===== config.mk =====
export PLATFORM = sky130hd
export DESIGN_NAME = smb1_mailbox
export DESIGN_NICKNAME = d
export VERILOG_FILES = /design/src/smb1_pkg.sv /design/src/smb1_mailbox.sv /design/src/smb1_msg_store.sv
export SDC_FILE = /design/constraint.sdc
export NUM_CORES = 1
export LEC_CHECK = 0
export BUFFER_PORTS_ARGS = -buffer_cell sky130_fd_sc_hd__clkbuf_2
export CORE_MARGIN = 2
export CORE_UTILIZATION = 53
export CTS_BUF_LIST = sky130_fd_sc_hd__clkbuf_16
export DETAILED_ROUTE_END_ITERATION = 8
export MAX_ROUTING_LAYER = met4
export PLACE_DENSITY = 0.92
export SLEW_MARGIN = 20
export SYNTH_ARGS = -nofsm -noshare
export SYNTH_HDL_FRONTEND = slang
export SYNTH_SLANG_ARGS = --single-unit

===== constraint.sdc =====
create_clock -name sys_clk_i -period 2.9 [get_ports sys_clk_i]
set_input_delay 0.29 -clock sys_clk_i [delete_from_list [all_inputs] [get_ports sys_clk_i]]
set_output_delay 0.29 -clock sys_clk_i [all_outputs]
set_load 0.05 [all_outputs]

===== src/smb1_pkg.sv =====
// Package with offsets, field positions, reset values and types of the second message mailbox.
package smb1_pkg;

  // Register offsets on the local register port.
  localparam logic [7:0] SMB1_CTL_OFFS = 8'h96;
  localparam logic [7:0] SMB1_STAT_OFFS = 8'h97;
  localparam logic [7:0] SMB1_BYTE0_OFFS = 8'h98;
  localparam logic [7:0] SMB1_BYTE1_OFFS = 8'h99;
  localparam logic [7:0] SMB1_BYTE2_OFFS = 8'h9A;
  localparam logic [7:0] SMB1_BYTE3_OFFS = 8'h9B;
  localparam logic [7:0] SMB1_ITYPE_OFFS = 8'h9C;

  // Widths.
  localparam int SMB1_DATA_W = 8;
  localparam int SMB1_MSG_BYTES = 4;
  localparam int SMB1_MSG_W = 32;

  // Control field positions.
  localparam int SMB1_CTL_EN_BIT = 0;
  localparam int SMB1_CTL_DIR_BIT = 1;
  localparam int SMB1_CTL_EIEN_BIT = 2;
  localparam int SMB1_CTL_FIEN_BIT = 3;
  localparam int SMB1_CTL_LEN_LSB = 4;
  localparam int SMB1_CTL_LEN_MSB = 5;
  localparam logic [7:0] SMB1_CTL_MASK = 8'h3F;

  // Status and interrupt-type field positions.
  localparam int SMB1_STAT_EIRQ_BIT = 5;
  localparam int SMB1_STAT_FIRQ_BIT = 4;
  localparam int SMB1_STAT_EMPTY_BIT = 1;
  localparam int SMB1_STAT_FULL_BIT = 0;

  // Values after reset.
  localparam logic [7:0] SMB1_CTL_RST = 8'h00;
  localparam logic [7:0] SMB1_ZERO_BYTE = 8'h00;
  localparam logic [31:0] SMB1_MSG_RST = 32'h00000000;

  // Occupancy of the mailbox, one-hot.
  typedef enum logic [1:0] {
    SMB1_ST_EMPTY = 2'b01,
    SMB1_ST_FULL = 2'b10
  } smb1_state_type;

  // One access on the local register port.
  typedef struct packed {
    logic [7:0] addr;
    logic [7:0] wdata;
    logic wr;
    logic rd;
  } smb1_req_type;

endpackage

===== src/smb1_mailbox.sv =====
// Second message mailbox of a subordinate node: control, status, four data bytes, interrupt.
//
// Local design decision: the address-and-strobe port.
`timescale 1ns/1ps
module smb1_mailbox
  import smb1_pkg::*;
(
  input wire logic sys_clk_i,
  input wire logic sys_rst_i,
  input wire logic subordinate_mode_i,
  input wire logic [7:0] reg_addr_i,
  input wire logic [7:0] reg_wdata_i,
  input wire logic reg_wr_i,
  input wire logic reg_rd_i,
  output logic [7:0] reg_rdata_o,
  input wire logic remote_load_i,
  input wire logic [31:0] remote_data_i,
  input wire logic remote_take_i,
  output logic [31:0] remote_data_o,
  output logic remote_full_o,
  output logic irq_o
);

  // Address match, used for every register decode.
  function automatic logic addr_hit(input logic [7:0] addr, input logic [7:0] offs);
    addr_hit = (addr == offs);
  endfunction

  smb1_req_type req;
  smb1_state_type state_r;
  smb1_state_type state_nxt;
  logic [7:0] ctl_r;
  logic [7:0] ctl_nxt;
  logic eirq_r;
  logic eirq_nxt;
  logic firq_r;
  logic firq_nxt;
  logic irq_r;
  logic full_r;
  logic [7:0] rdata_r;
  logic [7:0] rdata_nxt;
  logic [31:0] msg;
  logic [3:0] byte_hit;
  logic [3:0] byte_we;
  logic [7:0] byte_sel;

  // Bundle the local access.
  assign req = '{addr: reg_addr_i, wdata: reg_wdata_i, wr: reg_wr_i, rd: reg_rd_i};

  // The whole map is hidden outside subordinate mode, so a main node sees zeros there.
  wire sub_en = subordinate_mode_i;
  wire ctl_hit = sub_en & addr_hit(req.addr, SMB1_CTL_OFFS);
  wire stat_hit = sub_en & addr_hit(req.addr, SMB1_STAT_OFFS);
  wire itype_hit = sub_en & addr_hit(req.addr, SMB1_ITYPE_OFFS);
  wire wr_ctl = req.wr & ctl_hit;
  wire wr_itype = req.wr & itype_hit;

  // Data byte decode, one lane per byte of the message.
  genvar g;
  generate
    for (g = 0; g < SMB1_MSG_BYTES; g++) begin : g_byte
      assign byte_hit[g] = sub_en & addr_hit(req.addr, SMB1_BYTE0_OFFS + 8'(g));
      assign byte_we[g] = req.wr & byte_hit[g];
    end
  endgenerate

  // Control fields.
  wire mbox_en = ctl_r[SMB1_CTL_EN_BIT];
  wire dir_tx = ctl_r[SMB1_CTL_DIR_BIT];
  wire eien = ctl_r[SMB1_CTL_EIEN_BIT];
  wire fien = ctl_r[SMB1_CTL_FIEN_BIT];
  wire [1:0] len_sel = ctl_r[SMB1_CTL_LEN_MSB:SMB1_CTL_LEN_LSB];
  wire is_empty = (state_r == SMB1_ST_EMPTY);
  wire is_full = (state_r == SMB1_ST_FULL);

  // The last byte of the configured length completes or consumes the message.
  wire last_wr = byte_we[len_sel];
  wire last_rd = req.rd & byte_hit[len_sel];
  wire go_full = mbox_en & is_empty & (dir_tx ? last_wr : remote_load_i);
  wire go_empty = mbox_en & is_full & (dir_tx ? remote_take_i : last_rd);
  wire rx_load = go_full & ~dir_tx;

  // Occupancy; a disabled mailbox is held empty and raises nothing.
  always_comb begin
    state_nxt = state_r;
    if (!mbox_en) begin
      state_nxt = SMB1_ST_EMPTY;
    end else begin
      case (state_r)
        SMB1_ST_EMPTY: begin
          if (go_full) begin
            state_nxt = SMB1_ST_FULL;
          end
        end
        SMB1_ST_FULL: begin
          if (go_empty) begin
            state_nxt = SMB1_ST_EMPTY;
          end
        end
        default: begin
          state_nxt = SMB1_ST_EMPTY;
        end
      endcase
    end
  end

  // Interrupt flags: a new event beats a write-one clear in the same cycle.
  wire eirq_set = go_empty & eien;
  wire firq_set = go_full & fien;
  wire eirq_clr = wr_itype & req.wdata[SMB1_STAT_EIRQ_BIT];
  wire firq_clr = wr_itype & req.wdata[SMB1_STAT_FIRQ_BIT];
  assign eirq_nxt = eirq_set | (eirq_r & ~eirq_clr);
  assign firq_nxt = firq_set | (firq_r & ~firq_clr);

  // Control register; the status register has no write path at all.
  assign ctl_nxt = wr_ctl ? (req.wdata & SMB1_CTL_MASK) : ctl_r;

  // Read-back words; interrupt type repeats the two status flag bits and reads zero in bits 3:0.
  wire [7:0] stat_word = {2'b00, eirq_r, firq_r, 2'b00, is_empty, is_full};
  wire [7:0] itype_word = {2'b00, eirq_r, firq_r, 4'h0};
  assign byte_sel = (byte_hit[0] ? msg[7:0] : SMB1_ZERO_BYTE) |
                    (byte_hit[1] ? msg[15:8] : SMB1_ZERO_BYTE) |
                    (byte_hit[2] ? msg[23:16] : SMB1_ZERO_BYTE) |
                    (byte_hit[3] ? msg[31:24] : SMB1_ZERO_BYTE);
  wire [7:0] rd_mux = (ctl_hit ? ctl_r : SMB1_ZERO_BYTE) |
                      (stat_hit ? stat_word : SMB1_ZERO_BYTE) |
                      (itype_hit ? itype_word : SMB1_ZERO_BYTE) |
                      byte_sel;
  // Read data stand only in the cycle after the strobe; unmapped reads give zero.
  assign rdata_nxt = req.rd ? rd_mux : SMB1_ZERO_BYTE;

  // Message bytes live in the store; a receive load overwrites all four.
  smb1_msg_store u_store (
    .sys_clk_i(sys_clk_i),
    .sys_rst_i(sys_rst_i),
    .byte_we_i(byte_we),
    .byte_wdata_i(req.wdata),
    .load_i(rx_load),
    .load_data_i(remote_data_i),
    .msg_o(msg)
  );

  // State, flags and output registers.
  always_ff @(posedge sys_clk_i) begin
    if (sys_rst_i) begin
      state_r <= SMB1_ST_EMPTY;
      ctl_r <= SMB1_CTL_RST;
      eirq_r <= 1'b0;
      firq_r <= 1'b0;
      irq_r <= 1'b0;
      full_r <= 1'b0;
      rdata_r <= SMB1_ZERO_BYTE;
    end else begin
      state_r <= state_nxt;
      ctl_r <= ctl_nxt;
      eirq_r <= eirq_nxt;
      firq_r <= firq_nxt;
      irq_r <= eirq_nxt | firq_nxt;
      full_r <= (state_nxt == SMB1_ST_FULL);
      rdata_r <= rdata_nxt;
    end
  end

  assign reg_rdata_o = rdata_r;
  assign remote_data_o = msg;
  assign remote_full_o = full_r;
  assign irq_o = irq_r;
endmodule


===== src/smb1_msg_store.sv =====
// Four-byte message store with per-byte local writes and a whole-word load from the far side.
`timescale 1ns/1ps
module smb1_msg_store
  import smb1_pkg::*;
(
  input wire logic sys_clk_i,
  input wire logic sys_rst_i,
  input wire logic [3:0] byte_we_i,
  input wire logic [7:0] byte_wdata_i,
  input wire logic load_i,
  input wire logic [31:0] load_data_i,
  output logic [31:0] msg_o
);

  logic [31:0] msg_r;
  logic [31:0] msg_nxt;

  // Each byte lane takes the whole-word load first; the far side owns a full message.
  genvar g;
  generate
    for (g = 0; g < SMB1_MSG_BYTES; g++) begin : g_lane
      assign msg_nxt[g*8 +: 8] = load_i ? load_data_i[g*8 +: 8] :
                                 byte_we_i[g] ? byte_wdata_i : msg_r[g*8 +: 8];
    end
  endgenerate

  // Message word register; the outputs read it directly.
  always_ff @(posedge sys_clk_i) begin
    if (sys_rst_i) begin
      msg_r <= SMB1_MSG_RST;
    end else begin
      msg_r <= msg_nxt;
    end
  end

  assign msg_o = msg_r;

endmodule


* Word level (Yosys, flattened, before mapping) *
Index checks and enable logic that the tools add are counted.

storage, ports and cells
  flip-flop bits (word level) = 52
  input bits = 55
  word-level logic and storage cells = 90

operators by class
  order comparisons = 1
  equal/unequal tests = 10
  multiplexer cells = 25
  bitwise gates (word level) = 38
  reduce and logical (&&, ||, !) cells = 5

operator list
  kind                count
  $mux 8              12
  $eq 8x8->1 const B  7
  $and 1x1->1         25
  $or 8x8->8          3
  $mux 6              3
  $or 6x6->6          2
  $or 6x8->8          1
  $reduce_bool 2->1   4
  $mux 2              3
  $bmux 1 s2          2
  $eq 2x2->1 const B  2
  $mux 1              4
  $not 1->1           4
  $pmux 2 s2          1
  $lt 2x3->1 const B  1
  $or 1x1->1          3
  $eq 2x1->1 const B  1
  $reduce_or 2->1     1

* Logic depth before layout (Yosys ltp) *
Gate-level depths: netlist of run 1.

  depth after elaboration = 11
  mapped depth = 7
  mapped depth without buffers = 6

* Cells and area by module *
Synthesis of run 1 repeated with hierarchy kept, for this count alone.

second synthesis, totals
  cells, all modules = 278
  area total of the unflattened synthesis = 2,900.3 um^2

by module, submodules not included
  module          instances  cells an instance  area an instance (um^2)  sequential area each (um^2)
  smb1_msg_store  1          142                1,637.8                  640.6
  smb1_mailbox    1          136                1,262.5                  400.4

* Worst setup path before layout of run 1 *
OpenSTA, ideal clock, no wires.

  path type = input-to-reg
  start = input port reg_addr_i[6]
  end = register u_store.msg_r[2] (netlist: u_store.msg_o[2])
  setup time = 0.086 ns
  arrival time = 1.489 ns
  data required time = 2.814 ns
  setup slack = 1.325 ns
  cell stages on the path = 6
  path through = nand4bb_1 > buf_2 > nor3_2 > nand3_2 > mux2i_1 > a211oi_1

on the way
  word-level cells in the longest chain between the ends = 9
  elaborated cells on any way between the ends = 19
  classes of those cells = 4 x eq/ne; 4 x mux; 10 x bitwise; 1 x reduce/logical

ends and longest elaborated chain
  item                                         RTL line              text
  from (decl)                                  smb1_mailbox.sv:11    input wire logic [7:0] reg_addr_i,
  $eq 8x8->1                                   smb1_mailbox.sv:26    addr_hit = (addr == offs);
  $and 1x1->1                                  smb1_mailbox.sv:62    assign byte_hit[g] = sub_en & addr_hit(req.addr, SMB1_BYTE0_OFFS + 8'(g));
  $and 1x1->1                                  smb1_mailbox.sv:63    assign byte_we[g] = req.wr & byte_hit[g];
  $bmux 1 s2                                   smb1_mailbox.sv:77    wire last_wr = byte_we[len_sel];
  $mux 1 (implied by the code)                 smb1_mailbox.sv:77
  $mux 1                                       smb1_mailbox.sv:79    wire go_full = mbox_en & is_empty & (dir_tx ? last_wr : remote_load_i);
  $and 1x1->1                                  smb1_mailbox.sv:79
  $and 1x1->1                                  smb1_mailbox.sv:81    wire rx_load = go_full & ~dir_tx;
  $mux 8 or $reduce_bool 2->1 (tied branches)  n/a
  to (signal assigned)                         smb1_msg_store.sv:32  msg_r <= msg_nxt;
  to (decl)                                    smb1_msg_store.sv:15  logic [31:0] msg_r;

Parallel ways exist; a longest one is shown, timed or not. The select of a mux whose other input is x is not followed.
A chain may end at the register's enable or synchronous reset.

* Final worst setup path of run 1 *
  start = input port reg_addr_i[6]
  end = register u_store.msg_r[20] (netlist: u_store.msg_o[20])

The elaborated chain is that of the path after synthesis.

==> run_results.csv, run 1 <==
group,metric,value,unit
timing,fmax,491,MHz
clock_network,cts_tree,"done",
clock_network,cts_root_buf,"clkbuf_16",
global_routing,grt_pass1_vias,2429,
finish,seqCellArea,1040,sq um
synthesis,synthArstFlopShare,0,%
finish,multi_input_area,1470,sq um
floorplanning,coreArea,4750,sq um
synthesis,synth_top_family_by_area,"compound AO/OA/AOI/OAI gates",
synthesis,synth_fp_nets,348,
power_and_ir_drop,leakagePower,1.37,nW
critical_path,cp_max_fo,8,
clock_network,cts_buffers,5,
timing,layout_setup_ws,865,ps
timing,period_needed,2030,ps
critical_path,cp.arrival,2180,ps
clock_network,cts_buffer_depth,2,
run,max_cap_violations,0,
timing,setup_viol_count_final,0,
hold_path,hold_path_depth,3,
drt,wl_per_cell,17.4,um
drt,drtIter0Drc,235,
synthesis,synth-main-ff-cell,"dfxtp_1",
place,dpl_cell_area,3120,sq um
synthesis,synth-seq-cells,52,
global_routing,antenna_found_initial,0,
timing,maxSlewHeadroom,58.0,%
timing,setup_tns,0,ps
drt,drc,0,
timing,hold_viol,0,
finish,fill_cells,389,
finish,postLayoutCellArea,3280,sq um
critical_path,cp.required,3040,ps
timing,drv_slew,0,
critical_path,critical_path.startpoint_type,"input port",
finish,antenna_cells,0,
power_and_ir_drop,power_density,448,nW/um^2
synthesis,synth.mux.area_fraction,17.6,%
synthesis,synth_compound_area_share,18.7,%
synthesis,synth_cells,291,
clock_network,clkSlewWorstSetupHoldPaths,70,ps
synthesis,syn_avg_cell_area,9.06,sq um
finish,final_cell_mix,"clkbuf_2, dfxtp_1, nor2_1",
hold_path,hp-class,"in2reg",
floorplanning,io_pins,97,
critical_path,end_kind,"flip-flop",
synthesis,synth_area,2640,sq um
power_and_ir_drop,p_total,1.47,mW
finish,stdcell_count,441,
global_routing,grt_pass1_wl,11700,um
synthesis,yosysWarnings,0,
finish,utilization,69.0,%
synthesis,synth-adder-area-share,0.950,%
finish,layout_commonest_cell,"clkbuf_2",
drt,routed_wl,7650,um
drt,vias,2703,
floorplanning,initial_core_util,55.4,%
place,dp.cells,433,
clock_network,cts_hold_buf,0,
global_routing,gr-total-overflow,0,
status,status,"finished clean",
synthesis,synthXorXnorAreaFrac,0.665,%
timing,rsz0062_at_grt,"false",
finish,nNetsFinal,430,
floorplanning,die_x,74.5,um
floorplanning,dieArea,5550,sq um
place,io_buffer_count,96,
global_routing,grt_usage,28.8,%
synthesis,yosys.cell_types.count,45,
finish,drive_above_1_share,32.1,%
place,globalplace.congestion,1.05,
timing,hold_ws,259,ps
drt,final_antenna_net_count,0,
clock_network,htreeDepth,2,
place,dp_slack,621,ps
drt,dr.pass1.iters,7,
synthesis,synthSimpleGateAreaFrac,17.7,%
timing,worst_pin_slew,630,ps
clock_network,cts_setup_buffers,0,
synthesis,ys_seq_area_share,39.5,%
drt,via_per_inst,6.13,
critical_path,reg2regPathDepth,7,
synthesis,synth_edf_count,0,
floorplanning,rows,25,
finish,syn_to_final_growth,24.5,%
timing,skew,7.23,ps
floorplanning,die_h,74.5,um
critical_path,crit_type,"in2reg",
power_and_ir_drop,ir_drop,0.219,mV
global_routing,grt_max_degree,66,
clock_network,clock_sinks,52,
critical_path,reg2reg_slack,1030,ps
timing,period_share,70.2,%
clock_network,clock_latency,290,ps
clock_network,postCtsResizedCells,0,
place,dp_hpwl,5460,um
==> flip-flops by register name (all words and copies together), names as in the netlist <==
register	flops
remote_full_o	1
reg_rdata_o	8
eirq_r	1
u_store.msg_o	32
state_r	2
firq_r	1
ctl_r	6
irq_o	1
==> cells in the mapped netlist (2+ instances only) <==
cell type | number | area (sq um)
dfxtp_1 | 52 | 1040
nor2_1 | 44 | 165
mux2i_1 | 34 | 340
a211oi_1 | 33 | 248
clkbuf_1 | 16 | 60.1
nand2_1 | 16 | 60.1
a21oi_1 | 15 | 75.1
nand3_1 | 9 | 45.0
mux2_2 | 5 | 56.3
nor3_1 | 5 | 25.0
and3_1 | 4 | 25.0
buf_2 | 4 | 20.0
a22o_1 | 3 | 26.3
a22oi_1 | 3 | 22.5
a31oi_1 | 3 | 18.8
buf_4 | 3 | 22.5
inv_1 | 3 | 11.3
mux4_2 | 3 | 67.6
o21ai_0 | 3 | 15.0
a222oi_1 | 2 | 20.0
a32oi_1 | 2 | 17.5
and3b_1 | 2 | 17.5
ha_1 | 2 | 25.0
nand2b_1 | 2 | 12.5
o21a_1 | 2 | 15.0
xnor2_1 | 2 | 17.5
==> metal layers <==
layer	vias up	share of wire [%]	track usage, %
li1	1245	-	-
met2	173	48	45.6
met1	1270	42	37.3
met3	15	9.3	6.23
met4	0	1.1	8.13
met5	-	0	-
==> logic make-up after synthesis <==
logic type / Yosys count
buf+inv: 28
flops: 52
mux: 42
compound gates: 70
simple gates: 95
xor+xnor: 2
fa+ha+maj: 2
==> cell type report <==
type,instances,area share [%]
repair buffers,100,15.6
flip-flops and latches,52,31.7
inverters,3,0.343
multi-input cells,211,44.8
clock inverters,3,1.18
well taps,67,2.56
clock buffers,5,3.81
==> worst max-delay path: stages <==
cell       delay [ps]
clkbuf_2           90
nand4bb_1         430
nor2_2            400
and3_1            580
mux2i_1           280
a211oi_1          100
==> worst paths after layout <==
path	to	startpoint
worst max-delay path	u_store.msg_o[20]	reg_addr_i[6]
worst min-delay path	u_store.msg_o[16]	remote_data_i[16]
worst max register to register	irq_o	state_r[1]
worst min register to register	ctl_r[4]	ctl_r[4]
==> report_power, final <==
part	switching, mW	internal [mW]
clock network	0.254	0.403
registers	0.000515	0.714
logic	0.0581	0.0391
total	0.313	1.16
Power figures use the tool's default switching activity.
==> inputs of run 2 (changes only) <==
- ABC_AREA: unset -> 1
- CORE_UTILIZATION: 53 -> 49
- PLACE_DENSITY: 0.92 -> 0.87
- clock period: 2.9 -> 2 ns (I/O delays scaled with it)
==> run_results.csv, run 2 <==
group,metric,value,unit
run,max_cap_violations,0,
drt,via_per_inst,5.90,
clock_network,cts_hold_buf,0,
synthesis,synth_cells,342,
floorplanning,die_h,76.3,um
synthesis,yosys-top-cells-area,"dfxtp_1, nand2_1, nand4_1, a31oi_1, o21ai_0",
global_routing,gr-total-overflow,0,
clock_network,clock_sinks,52,
drt,drtIter0Drc,390,
floorplanning,coreArea,5070,sq um
global_routing,grt_pass1_wl,13600,um
finish,nNetsFinal,491,
timing,setup_viol_count_final,0,
synthesis,synth_common_cells,"nand2_1, dfxtp_1, nand4_1",
drt,vias,2979,
finish,layout_commonest_cell,"clkbuf_2",
drt,final_antenna_net_count,0,
synthesis,synth_edf_count,0,
synthesis,synth_top_area_share,40.7,%
floorplanning,io_pins,97,
drt,dr.pass1.iters,7,
timing,fmax,595,MHz
synthesis,yosysMostFrequentCell,"nand2_1",
clock_network,cts_buffers,5,
clock_network,cts_tree,"done",
drt,wl_per_cell,16.0,um
synthesis,synth-main-ff-cell,"dfxtp_1",
timing,hold_viol,0,
timing,rsz0062_at_grt,"false",
timing,drv_slew,0,
synthesis,syn_avg_cell_area,7.48,sq um
synthesis,yosys.cell_types.count,29,
timing,skew,10.1,ps
timing,worst_pin_slew,505,ps
drt,routed_wl,8100,um
critical_path,reg2regPathDepth,8,
synthesis,synth_top_cell_by_area,"dfxtp_1",
clock_network,clock_latency,290,ps
power_and_ir_drop,power_density,625,nW/um^2
critical_path,end_kind,"flip-flop",
finish,final_cell_mix,"clkbuf_2, nand2_1, dfxtp_1",
critical_path,critPathMaxStageDelay,350,ps
place,io_buffer_count,96,
timing,layout_setup_ws,320,ps
floorplanning,die_x,76.3,um
floorplanning,rows,26,
power_and_ir_drop,p_total,2.02,mW
finish,largest_reg_flops,32,
synthesis,synth_fp_nets,399,
critical_path,cp_cell_sequence,"inv_1, ha_1, nand2_1, clkinv_1, nand3_2, nand2_2, o21ai_0, a31oi_1",
clock_network,cts_buffer_depth,2,
global_routing,grt_pass1_vias,2678,
power_and_ir_drop,ir_drop,0.433,mV
hold_path,hp-class,"in2reg",
finish,antenna_cells,0,
timing,maxSlewHeadroom,66.2,%
drt,drc,0,
synthesis,synth_area,2560,sq um
synthesis,synthArstFlopShare,0,%
synthesis,synth-seq-cells,52,
critical_path,critical_path.startpoint_type,"flip-flop",
clock_network,htreeDepth,2,
global_routing,grt_max_degree,35,
place,dp_hpwl,6070,um
timing,hold_ws,176,ps
hold_path,hold_path_depth,3,
timing,setup_tns,0,ps
critical_path,crit_type,"reg2reg",
timing,period_needed,1680,ps
finish,syn_to_final_growth,26.7,%
critical_path,cp.arrival,1850,ps
critical_path,cp_max_fo,16,
place,globalplace.congestion,0.922,
power_and_ir_drop,leakagePower,1.49,nW
global_routing,grt_usage,29.8,%
critical_path,cpMaxStageDelayCell,"dfxtp_1",
finish,drive_above_1_share,29.4,%
critical_path,cp.required,2170,ps
synthesis,yosysWarnings,0,
floorplanning,dieArea,5820,sq um
clock_network,clkSlewWorstSetupHoldPaths,70,ps
place,dp_slack,202,ps
timing,period_share,84.0,%
status,status,"finished clean",
global_routing,antenna_found_initial,0,
synthesis,ys_seq_area_share,40.7,%
floorplanning,initial_core_util,50.4,%
clock_network,cts_root_buf,"clkbuf_16",
run 2: changes by cell type in the layout (fill, tap and decap cells not counted), sizes merged, moves of 33 or more:
cell / before / now
nand2: 16 / 73
o21ai: 3 / 45
nand4: 1 / 38
a31oi: 3 / 37
mux2i: 34 / 0
a211oi: 33 / 0
run 2: cell families after synthesis:
group	Yosys count	share of synthesized area [%]
DFF	52	40.7
adders and majority gates	2	0.978
buffers and inverters	50	8.41
and+or+nand+nor	138	27.2
AOI/OAI and AO/OA	100	22.7
run 2: metrics by stage:
stage / utilization (%) / instances / area (sq um)
after global placement: 61.0 / 497 / 3100
after floorplan: - / 342 / 2560
final: 63.9 / 505 / 3240
after CTS: 63.8 / 505 / 3240
after global routing: 63.9 / 505 / 3240
after detailed placement: 61.0 / 497 / 3100
run 2: path summary, 6_finish.rpt:
kind	slack, ps	end	from
worst max-delay path	320	u_store.msg_o[21]	state_r[1]
worst min-delay path	180	u_store.msg_o[14]	remote_data_i[14]
worst max register to register	320	u_store.msg_o[21]	state_r[1]
worst min register to register	470	ctl_r[3]	ctl_r[3]
run 2: final cells by class:
| class | instances | area (sq um) |
|---|---|---|
| clock inverters | 3 | 17.5 |
| multi-input cells | 240 | 1310 |
| clock buffers | 5 | 125 |
| fillers | 477 | 1830 |
| inverters | 29 | 109 |
| repair buffers | 106 | 556 |
| well taps | 70 | 87.6 |
| flip-flops and latches | 52 | 1040 |
run 2: per-layer routing:
metal  vias to the layer above  wire length [um]  share of wire, %  global-route usage, %
met2                       214              3660                45                   46.3
met5                         -                 0                 0                      -
met1                      1328              3260                40                   39.2
met3                        21               921                11                   4.62
met4                         0               259               3.2                   11.5
li1                       1416                 -                 -                      -
run 2: power by group:
part           switching (mW)  internal [mW]  leakage (nW)
combinational          0.0926         0.0548          1.00
sequential            0.00141           1.04         0.419
clock                   0.377          0.462        0.0754
total                   0.471           1.55          1.49
run 2: worst max-delay path: cells and delay by family (launching register included):
kind | cells | cell delay (ps)
fa+ha+maj | 1 | 220
compound gates | 2 | 280
buf+inv | 2 | 170
simple gates | 3 | 550
flops | 1 | 350
run 2: what timing repair did:
item                       4_1_cts  5_1_grt
setup buffers                    0        0
resized for setup                0        1
setup endpoints to repair        0        8
==> inputs of run 3 (changes only) <==
- ABC_AREA: 1 -> 0
- CORE_UTILIZATION: 49 -> 45
- PLACE_DENSITY: 0.87 -> 0.84
- clock period: 2 -> 1.5 ns (I/O delays scaled with it)
==> run_results.csv, run 3 (same netlist as run 1, synthesis figures left out) <==
group,metric,value,unit
timing,drv_slew,0,
power_and_ir_drop,p_clk_share,41.0,%
floorplanning,initial_core_util,47.3,%
drt,drtIter0Drc,279,
floorplanning,io_pins,97,
timing,rsz0062_at_grt,"true",
clock_network,cts_setup_buffers,0,
finish,stdcell_count,478,
power_and_ir_drop,power_density,758,nW/um^2
place,dpl_cell_area,3390,sq um
floorplanning,rows,27,
power_and_ir_drop,p_total,2.72,mW
run,max_cap_violations,0,
floorplanning,die_h,80.5,um
place,io_buffer_count,96,
global_routing,grt_usage,25.2,%
finish,drive_above_1_share,39.9,%
timing,worst_pin_slew,469,ps
drt,drc,0,
place,dp.cells,470,
timing,setup_viol_count_final,0,
floorplanning,die_x,80.5,um
critical_path,end_kind,"flip-flop",
critical_path,cp.arrival,1640,ps
power_and_ir_drop,ir_drop,0.603,mV
place,globalplace.congestion,0.933,
clock_network,clkSlewWorstSetupHoldPaths,70,ps
finish,utilization,64.3,%
critical_path,cp.required,1670,ps
critical_path,crit_type,"reg2reg",
clock_network,cts_buffer_depth,2,
drt,final_antenna_net_count,0,
hold_path,hp-class,"in2reg",
power_and_ir_drop,p_sw_share,22.9,%
global_routing,grt_pass1_vias,2536,
clock_network,cts_root_buf,"clkbuf_16",
power_and_ir_drop,internal_power,2.09,mW
power_and_ir_drop,power.switching,0.623,mW
timing,period_share,98.2,%
floorplanning,coreArea,5570,sq um
timing,setup_tns,0,ps
drt,via_per_inst,5.74,
timing,period_needed,1470,ps
floorplanning,dieArea,6480,sq um
clock_network,cts_buffers,5,
clock_network,clock_sinks,52,
global_routing,grt_max_degree,45,
finish,largest_reg_flops,32,
power_and_ir_drop,p_seq_share,50.8,%
finish,syn_to_final_growth,36.1,%
timing,fmax,679,MHz
hold_path,hold_path_depth,3,
global_routing,grt_pass1_wl,12300,um
critical_path,reg2regPathDepth,6,
place,dp_hpwl,6060,um
global_routing,antenna_found_initial,0,
finish,layout_commonest_cell,"clkbuf_2",
status,status,"finished clean",
critical_path,cp_max_fo,4,
finish,nNetsFinal,462,
timing,maxSlewHeadroom,68.7,%
drt,routed_wl,8050,um
drt,dr.pass1.iters,5,
finish,antenna_cells,0,
power_and_ir_drop,power_frac_comb,8.1,%
timing,hold_viol,0,
finish,final_cell_mix,"clkbuf_2, dfxtp_1, nor2_1",
clock_network,clock_latency,290,ps
clock_network,cts_tree,"done",
finish,postLayoutCellArea,3590,sq um
drt,wl_per_cell,16.8,um
critical_path,critical_path.startpoint_type,"flip-flop",
timing,skew,4.02,ps
clock_network,htreeDepth,2,
power_and_ir_drop,leakagePower,1.52,nW
global_routing,gr-total-overflow,0,
drt,vias,2745,
## run 3: worst max-delay path, stage by stage (launching register included)
cell and delay [ps]:
dfxtp_1 390, nor2b_2 250, nand2_1 100, o31ai_1 290
buf_4 180, o21a_1 100, a211oi_1 50
## run 3: power groups by stage
stage	clock [mW]	sequential, mW	combinational (mW)
6_report	1.11	1.38	0.221
5_1_grt	1.18	1.38	0.238
4_1_cts	1.13	1.38	0.216
3_5_place_dp	0	1.41	0.214
3_3_place_gp	0	1.41	0.212
2_1_floorplan	0	1.42	0.0748
## run 3: final timing paths
path / slack [ps] / to / start
worst min register to register: 470 / ctl_r[5] / ctl_r[5]
worst max register to register: 30 / remote_full_o / ctl_r[0]
worst min-delay path: 120 / u_store.msg_o[27] / remote_data_i[27]
worst max-delay path: 30 / remote_full_o / ctl_r[0]
## run 3: per-stage QoR
stage	hold WS, ps	worst slack, ps
2_1_floorplan	297	-61.7
3_3_place_gp	410	-134
3_5_place_dp	417	-170
4_1_cts	124	3.75
5_1_grt	127	-13.4
6_report	124	26.5
## run 3: timing repair
item	CTS	global route
hold buffers	0	0
resized for setup	1	13
setup endpoints to repair	1	36
pin swaps	0	1
## run 3: cell type report
type	instances	area (sq um)
clock inverters	3	18.8
fillers	460	1990
clock buffers	5	125
multi-input cells	211	1520
inverters	3	11.3
repair buffers	132	779
well taps	72	90.1
flip-flops and latches	52	1040
## run 3: layer usage
layer | share of wire [%] | up-vias | GRT usage (%) | wire [um]
met3 | 8.1 | 12 | 3.93 | 653
met1 | 44 | 1277 | 33.0 | 3570
met5 | 0 | - | - | 0
li1 | - | 1305 | - | -
met2 | 46 | 151 | 41.4 | 3730
met4 | 1.1 | 0 | 5.42 | 91
